## src/fptr_regs.svh

```systemverilog
// Constants for the front panel trigger router
`ifndef FPTR_REGS_SVH
`define FPTR_REGS_SVH
`define FPTR_LINES       8
`define FPTR_SEGS        3
`define FPTR_PORTS       2
`define FPTR_VAR_10SLOT  1'h0
`define FPTR_VAR_18SLOT  1'h1
`endif

```

## src/fptr_pkg.sv

```systemverilog
// Types for the front panel trigger router
`include "fptr_regs.svh"
package fptr_pkg;
  typedef logic [`FPTR_LINES-1:0] fptr_lines_t;
  // All three segment banks of trigger lines, index 0 is segment one
  typedef struct packed {
    fptr_lines_t [`FPTR_SEGS-1:0] seg;
  } fptr_bus_t;
  // Per-port route configuration
  typedef struct packed {
    logic                         dir_out;
    fptr_lines_t [`FPTR_SEGS-1:0] in_mask;
    logic [1:0]                   out_seg;
    logic [2:0]                   out_line;
  } fptr_cfg_t;
endpackage

```

## src/fptr_router.sv

```systemverilog
// Front panel trigger port to backplane trigger line crossbar
`timescale 1ns/1ps
`default_nettype none
`include "fptr_regs.svh"
module fptr_router #(
  parameter int NPORT = `FPTR_PORTS
) (
  input  wire logic                          mclk,
  input  wire logic                          sys_rst,
  input  wire logic                          variant,
  input  wire fptr_pkg::fptr_cfg_t [NPORT-1:0] cfg,
  input  wire logic [NPORT-1:0]              pin_i,
  output logic [NPORT-1:0]                   pin_o,
  output logic [NPORT-1:0]                   pin_oe,
  input  wire fptr_pkg::fptr_bus_t           trig_i,
  output fptr_pkg::fptr_bus_t                trig_o,
  output fptr_pkg::fptr_bus_t                trig_oe,
  output logic [NPORT-1:0]                   cfg_err
);
  import fptr_pkg::*;

  // Two-stage synchronisers; only the second stage is read
  logic [NPORT-1:0] pin_s1_r, pin_s2_r;
  fptr_bus_t        trg_s1_r, trg_s2_r;
  always_ff @(posedge mclk or posedge sys_rst) begin
    if (sys_rst) begin
      pin_s1_r <= '0;
      pin_s2_r <= '0;
      trg_s1_r <= '0;
      trg_s2_r <= '0;
    end else begin
      pin_s1_r <= pin_i;
      pin_s2_r <= pin_s1_r;
      trg_s1_r <= trig_i;
      trg_s2_r <= trg_s1_r;
    end
  end

  // Segments the front panel may reach, by chassis variant
  fptr_lines_t [`FPTR_SEGS-1:0] seg_ok;
  always_comb begin
    if (variant == `FPTR_VAR_18SLOT) begin
      seg_ok = {{`FPTR_LINES{1'b1}}, {`FPTR_LINES{1'b1}}, {`FPTR_LINES{1'b0}}};
    end else begin
      seg_ok = {{`FPTR_LINES{1'b0}}, {`FPTR_LINES{1'b1}}, {`FPTR_LINES{1'b1}}};
    end
  end

  // Output-source segment legal only if inside the permitted set.
  // Code 3 names no segment at all and is refused on both chassis,
  // so the crossbar never indexes past the last segment bank.
  function automatic logic seg_legal(input logic [1:0] s, input logic v);
    seg_legal = v ? (s == 2'h1 || s == 2'h2) : (s == 2'h0 || s == 2'h1);
  endfunction

  fptr_bus_t        trig_o_nxt, trig_oe_nxt, trig_o_r, trig_oe_r;
  logic [NPORT-1:0] pin_o_nxt, pin_oe_nxt, err_nxt;
  logic [NPORT-1:0] pin_o_r, pin_oe_r, err_r;

  // Latency seen from outside:
  //   cfg or variant change  -> outputs one edge later
  //   pin level change       -> backplane line three edges later
  //   backplane line change  -> front-panel pin three edges later
  // Two synchroniser stages plus the output register cost the three
  // edges; that was traded for clean, glitch-free pins on both sides.
  // Several input ports that share a line are ORed, so any one of them
  // raising its pin raises the line.
  // Crossbar: inputs OR onto chosen lines, outputs pick one line
  always_comb begin
    trig_o_nxt  = '0;
    trig_oe_nxt = '0;
    pin_o_nxt   = '0;
    pin_oe_nxt  = '0;
    err_nxt     = '0;
    for (int p = 0; p < NPORT; p++) begin
      if (!cfg[p].dir_out) begin
        for (int s = 0; s < `FPTR_SEGS; s++) begin
          // Fan out only to permitted lines; pin never driven
          trig_oe_nxt.seg[s] = trig_oe_nxt.seg[s] | (cfg[p].in_mask[s] & seg_ok[s]);
          trig_o_nxt.seg[s]  = trig_o_nxt.seg[s]
                             | (cfg[p].in_mask[s] & seg_ok[s] & {`FPTR_LINES{pin_s2_r[p]}});
        end
      end else if (seg_legal(cfg[p].out_seg, variant)) begin
        // One line of one segment; encoding makes several impossible
        pin_oe_nxt[p] = 1'b1;
        pin_o_nxt[p]  = trg_s2_r.seg[cfg[p].out_seg][cfg[p].out_line];
      end else begin
        err_nxt[p] = 1'b1; // Illegal segment: leave pin undriven
      end
    end
  end

  // Register all outputs so pins are glitch free
  always_ff @(posedge mclk or posedge sys_rst) begin
    if (sys_rst) begin
      trig_o_r  <= '0;
      trig_oe_r <= '0;
      pin_o_r   <= '0;
      pin_oe_r  <= '0;
      err_r     <= '0;
    end else begin
      trig_o_r  <= trig_o_nxt;
      trig_oe_r <= trig_oe_nxt;
      pin_o_r   <= pin_o_nxt;
      pin_oe_r  <= pin_oe_nxt;
      err_r     <= err_nxt;
    end
  end

  assign trig_o  = trig_o_r;
  assign trig_oe = trig_oe_r;
  assign pin_o   = pin_o_r;
  assign pin_oe  = pin_oe_r;
  assign cfg_err = err_r;

  // Segment one is never driven on the large chassis
  chk_seg1_quiet: assert property (@(posedge mclk) disable iff (sys_rst)
    $stable(variant) && variant ##1 variant |-> trig_oe.seg[0] == '0)
    else $error("segment one driven on eighteen-slot chassis");
  // Segment three is never driven on the small chassis
  chk_seg3_quiet: assert property (@(posedge mclk) disable iff (sys_rst)
    !variant ##1 !variant |-> trig_oe.seg[2] == '0)
    else $error("segment three driven on ten-slot chassis");
  // Output port with legal route drives its pin next cycle
  chk_out_drives: assert property (@(posedge mclk) disable iff (sys_rst)
    cfg[0].dir_out && seg_legal(cfg[0].out_seg, variant) |=> pin_oe[0])
    else $error("output port not driven");
  // Input port never drives the pin
  chk_in_quiet: assert property (@(posedge mclk) disable iff (sys_rst)
    !cfg[0].dir_out |=> !pin_oe[0])
    else $error("input port drives its pin");
  // Input fan-out covers every masked line of segment two, legal on both chassis
  chk_in_fanout: assert property (@(posedge mclk) disable iff (sys_rst)
    !cfg[0].dir_out |=>
      (trig_oe.seg[1] & $past(cfg[0].in_mask[1])) == $past(cfg[0].in_mask[1]))
    else $error("fan-out mismatch");
  // Output pin follows chosen line two cycles after sampling
  chk_out_follow: assert property (@(posedge mclk) disable iff (sys_rst)
    cfg[0].dir_out && $stable(cfg[0]) |=> !pin_oe[0] || pin_o[0] ==
      $past(trg_s2_r.seg[cfg[0].out_seg][cfg[0].out_line]))
    else $error("output pin wrong source");
  // Direction switch takes effect in one cycle
  chk_dir_switch: assert property (@(posedge mclk) disable iff (sys_rst)
    $changed(cfg[0].dir_out) |=>
      pin_oe[0] == $past(cfg[0].dir_out && seg_legal(cfg[0].out_seg, variant)))
    else $error("direction change mishandled");

  // Direction of every port gathered for the all-outputs guard
  logic [NPORT-1:0] dir_vec;
  always_comb begin
    dir_vec = '0;
    for (int p = 0; p < NPORT; p++) begin
      dir_vec[p] = cfg[p].dir_out;
    end
  end

  // With every port an output nothing may reach the backplane
  chk_out_no_line: assert property (@(posedge mclk) disable iff (sys_rst)
    &dir_vec |=> trig_oe == '0)
    else $error("output ports drive the backplane");

  // Per-port guards, repeated so that every port is watched, not only the first
  for (genvar gp = 0; gp < NPORT; gp++) begin : gen_port_chk
    // Legal output route: pin driven and no error flagged
    chk_port_route: assert property (@(posedge mclk) disable iff (sys_rst)
      cfg[gp].dir_out && seg_legal(cfg[gp].out_seg, variant)
      |=> pin_oe[gp] && !cfg_err[gp])
      else $error("legal output route not driven");
    // Unreachable segment: error raised, pin left alone
    chk_port_refuse: assert property (@(posedge mclk) disable iff (sys_rst)
      cfg[gp].dir_out && !seg_legal(cfg[gp].out_seg, variant)
      |=> cfg_err[gp] && !pin_oe[gp])
      else $error("unreachable segment not refused");
    // Input port: pin quiet and no error
    chk_port_input: assert property (@(posedge mclk) disable iff (sys_rst)
      !cfg[gp].dir_out |=> !pin_oe[gp] && !cfg_err[gp])
      else $error("input port drives its pin");
    // High pin on an input reaches a masked line of segment two
    chk_port_data: assert property (@(posedge mclk) disable iff (sys_rst)
      !cfg[gp].dir_out && cfg[gp].in_mask[1][0] && pin_s2_r[gp] |=> trig_o.seg[1][0])
      else $error("input level not copied to line");
    // Steady output route copies the synchronised line
    chk_port_src: assert property (@(posedge mclk) disable iff (sys_rst)
      cfg[gp].dir_out && $stable(cfg[gp]) && $stable(variant)
      && seg_legal(cfg[gp].out_seg, variant)
      |=> pin_o[gp] == $past(trg_s2_r.seg[cfg[gp].out_seg][cfg[gp].out_line]))
      else $error("output pin wrong source");
  end
endmodule
`default_nettype wire

```

## config.mk

```make
export PLATFORM = sky130hd
export DESIGN_NAME = fptr_router
export DESIGN_NICKNAME = d
export VERILOG_FILES = /design/src/fptr_pkg.sv /design/src/fptr_router.sv
export VERILOG_INCLUDE_DIRS = /design/src /design/src/src
export SDC_FILE = /design/constraint.sdc
export NUM_CORES = 1
export LEC_CHECK = 0
export ABC_AREA = 1
export BUFFER_PORTS_ARGS = -buffer_cell sky130_fd_sc_hd__buf_2
export CELL_PAD_IN_SITES_DETAIL_PLACEMENT = 0
export CELL_PAD_IN_SITES_GLOBAL_PLACEMENT = 1
export CORE_AREA = 3 3 103 105
export DETAILED_ROUTE_END_ITERATION = 10
export DIE_AREA = 0 0 106 108
export PLACE_DENSITY = 0.79
export SKIP_CTS_REPAIR_TIMING = 1
export SYNTH_ARGS = -nofsm -noshare
export SYNTH_HDL_FRONTEND = slang
export SYNTH_SLANG_ARGS = --single-unit
```

## constraint.sdc

```tcl
create_clock -name mclk -period 8.2 [get_ports mclk]
set_clock_uncertainty 0.1 [all_clocks]
set_input_delay 2.46 -clock mclk [delete_from_list [all_inputs] [get_ports mclk]]
set_output_delay 2.46 -clock mclk [all_outputs]
set_load 0.01 [all_outputs]
```

Yosys cells after proc, flatten, opt, wreduce, memory -nomap -nowiden
Index checks and enable logic that the tools add are counted.
Cells by class
  order comparisons: 4
  equality and inequality tests: 4
  multiplexer cells: 27
  bitwise logic cells: 18
  reductions and logical operators: 6
Operators with widths (count)
  $mux 24: 5
  $and 8x8->8: 12
  $or 8x8->8: 6
  $bmux 8 s2: 2
  $mux 1: 16
  $mux 8: 2
  $lt 3x4->1 const B: 2
  $bmux 1 s3: 2
  $lt 2x3->1 const B: 2
  $eq 2x1->1 const B: 2
  $eq 2x2->1 const B: 2
  $logic_not 2->1: 2
  $logic_or 1x1->1: 4
Word-level totals
  register bits after elaboration: 106
  bits of input ports: 89
  output and inout bits: 54

Longest topological paths before layout
  depth in word-level cells: 6
  mapped depth: 10
  depth with buffers taken out: 9

Least setup slack after synthesis
No wires, ideal clock.
  path type: input port to flip-flop
  from: input port cfg[4] (netlist name)
  to: register pin_o_r[0], in the netlist pin_o[0]
  data arrival time: 3.131 ns
  slack: 4.851 ns
  cell stages on the path: 8
  cell sequence: buf_2 inv_2 nand2_1 nand3_1 nand3_1 nand3_1 a21oi_1 nor2_1
Between the ends
  longest elaborated chain between the ends: 6
  elaborated cells between the ends (all ways): 12
  classes of those cells: eq/ne: 2; mux: 7; reduce/logical: 3
RTL lines
  start: declaration: RTL line fptr_router.sv:11  | input wire fptr_pkg::fptr_cfg_t [NPORT-1:0] cfg,
  $bmux 8 s2: RTL line fptr_router.sv:86  | pin_o_nxt[p] = trg_s2_r.seg[cfg[p].out_seg][cfg[p].out_line];
  $mux 8 (implied by the code): RTL line fptr_router.sv:86
  $bmux 1 s3: RTL line fptr_router.sv:86
  $mux 1 (implied by the code): RTL line fptr_router.sv:86
  $mux 1 (*): RTL line fptr_router.sv:83  | end else if (seg_legal(cfg[p].out_seg, variant)) begin
  $mux 1 (*): RTL line fptr_router.sv:76  | if (!cfg[p].dir_out) begin
  via pin_o_nxt[0]: RTL line fptr_router.sv:57  | logic [NPORT-1:0] pin_o_nxt, pin_oe_nxt, err_nxt;
  end signal: assignment: RTL line fptr_router.sv:104  | pin_o_r <= pin_o_nxt;
  end: declaration: RTL line fptr_router.sv:58  | logic [NPORT-1:0] pin_o_r, pin_oe_r, err_r;
The timed path passes the listed nets; every way through them passes the cells marked *. The select of a mux whose other input is x is not followed.

==> results.toml <==
[status]
status = "finished clean"

[timing]
post-route-period-util = 0.425
tns_ps = 0
rsz0062_at_grt = "false"
relSlewSlack = 0.364
tightest_slew_ps = 950
whs_ps = 255
min_period_ps = 3480
finalSetupViolCount = 0
fmax_ghz = 0.287
hold_violations = 0
final_max_slew_viol_count = 0

[layout]
antenna_cells = 0
fill_cells = 928
area_delta_synth_final_pct = 26.4
finalNetCount = 598
drive_gt1_frac = 0.329
final_cells = 647

[routing]
dr.pass1.iters = 6
via_per_inst = 4.57
wl_mm = 9.39
drt_iter0_markers = 159
wl_per_cell_um = 14.5
vias = 2957
ant_nets = 0
drc = 0

[synth]
synth_top_area_cell = "dfrtp_1"
synth_most_common_cell = "nand2_1"
synth-edff-count = 0
syn-cell-area_sq_um = 3820
synth_top_area_share = 0.695
ys_top_cells_by_area = "dfrtp_1 69%, nand2_1 11%, nand3_1 8.1%"
syn_inst = 368
ys_types = 15
synth_nets = 457
synth_warnings = 0
seq_area_frac_synth = 0.695
synth-seq-cells = 106
synth_flop_cell = "dfrtp_1"
synthArstFlopShare = 1.00
syn-mean-instance-area_sq_um = 10.4
synth_common_cells = "108 x nand2_1, 106 x dfrtp_1, 62 x nand3_1, 41 x o21ai_0, 18 x inv_1"

[critical_path]
cp.arrival_ps = 3600
crit_type = "input port to register"
cp-start-kind = "input port"
slowest_stage = "nand2_1"
worstPathMaxFanout = 19
critPathRequiredTime_ps = 8320
cpPeakStageDelay_ps = 440
crit_chain = "buf_2 -> inv_1 -> nand2_1 -> o21ai_0"
endpoint_kind = "register"

[hold_path]
hold_path.class = "register to register"

[global_routing]
track_usage = 0.167
grt_overflow = 0
grt_pass1_vias = 2956
grt_max_degree = 75
grt_pass1_wl_mm = 14.8
antenna_found_initial = 0

[flow_run]
cap_violations = 0

[die]
initial_core_util = 0.392
core_area_sq_um = 9730
ios = 143
die_width_um = 106
die_area_sq_um = 11400
die_y_um = 108
row_count = 36

[power]
leakage_nw = 2.57
vdd_drop_max_uv = 85.0
power_density_nw_per_um2 = 201

[cts]
cts_buffers = 9
root_buffer = "clkbuf_8"
cts.sinks = 106
cts_tree = "built"
clk_pin_slew_worst_paths_ps = 100
clk_latency_ps = 350
htree_levels = 3
clock_tree.buffer_depth = 2

[placement]
port_buffers = 142
dp_cells = 631
gp_congestion = 0.808
dp_hpwl_mm = 6.77
path summary, 6_finish.rpt:
kind                         startpoint           end  slack (ps)  cells after the start
max reg2reg                 pin_s2_r[0]     trig_o[3]        6780                      2
min reg2reg                trg_s1_r[21]  trg_s2_r[21]         260                      0
min in group asynchronous       sys_rst   trg_s1_r[5]        1990                      2
min                        trg_s1_r[21]  trg_s2_r[21]         260                      0
max                             cfg[59]     trig_o[6]        4720                      4
max in group asynchronous       sys_rst   trg_s2_r[3]        4790                      3
through the flow:
stage               setup slack (ps)  cell area [sq um]  total power (W)   util
global route                    4540               4830          0.00102  0.496
CTS                             4720               4830         0.000978  0.496
detailed placement              4320               4640         0.000686  0.477
global placement                4400               4640         0.000685  0.477
floorplan                       2850               3820         0.000629      -
finish                          4720               4830         0.000969  0.496
layout by cell type (no fill, tap or decap):
master      instances
dfrtp_1           106
inv_4               1
buf_2             142
clkinvlp_4          1
clkinv_4            3
nor2_2              2
o21ai_0            41
nand3_1            62
clkbuf_8           10
nand2_1           108
inv_1              17
nor2_1              5
inv_8               1
a21oi_1             2
clkinv_2            1
xor2_1              2
or2_1               2
inv_2               5
buf_4               1
nor2_4              2
cell families (layout without fill, tap and decap cells):
kind of cell              Yosys count  in the layout  synth area share
AOI/OAI and AO/OA                  43             43            0.0564
xor gates and xnor gates            2              2           0.00459
buffers and inverters              36            182            0.0396
DFF                               106            106             0.695
and+or+nand+nor                   181            181             0.205
critical path: cells and delay by family:
kind | cells | cell delay, ps
simple gates | 1 | 440
buf+inv | 2 | 480
compound gates | 1 | 200
registers in the layout (all words and copies together), names as in the netlist:
| register | count |
|---|---|
| cfg_err | 2 |
| pin_o | 2 |
| pin_s1_r | 2 |
| trg_s1_r | 24 |
| pin_oe | 2 |
| trg_s2_r | 24 |
| trig_o | 24 |
| trig_oe | 24 |
| pin_s2_r | 2 |
layout make-up:
type,count,area (sq um),share of cell area
clock buffer,10,138,0.0285
clock inverter,6,50.0,0.0104
inverter,23,88.8,0.0184
multi-input combinational,226,1010,0.210
sequential,106,2650,0.549
tap,133,166,0.0345
timing repair buffer,143,718,0.149
layer usage:
layer	GRT usage	vias up	part of all wire
met4	0.0657	0	0.010
met5	0	-	0
li1	-	1462	-
met3	0.0316	8	0.054
met1	0.229	1378	0.45
met2	0.263	109	0.48
report_power, final:
part           total (W)  switching [W]  internal [W]
clock           0.000294       0.000172      0.000122
sequential      0.000565      0.0000132      0.000552
combinational   0.000110      0.0000677     0.0000424
(Power assumes the default switching activity.)
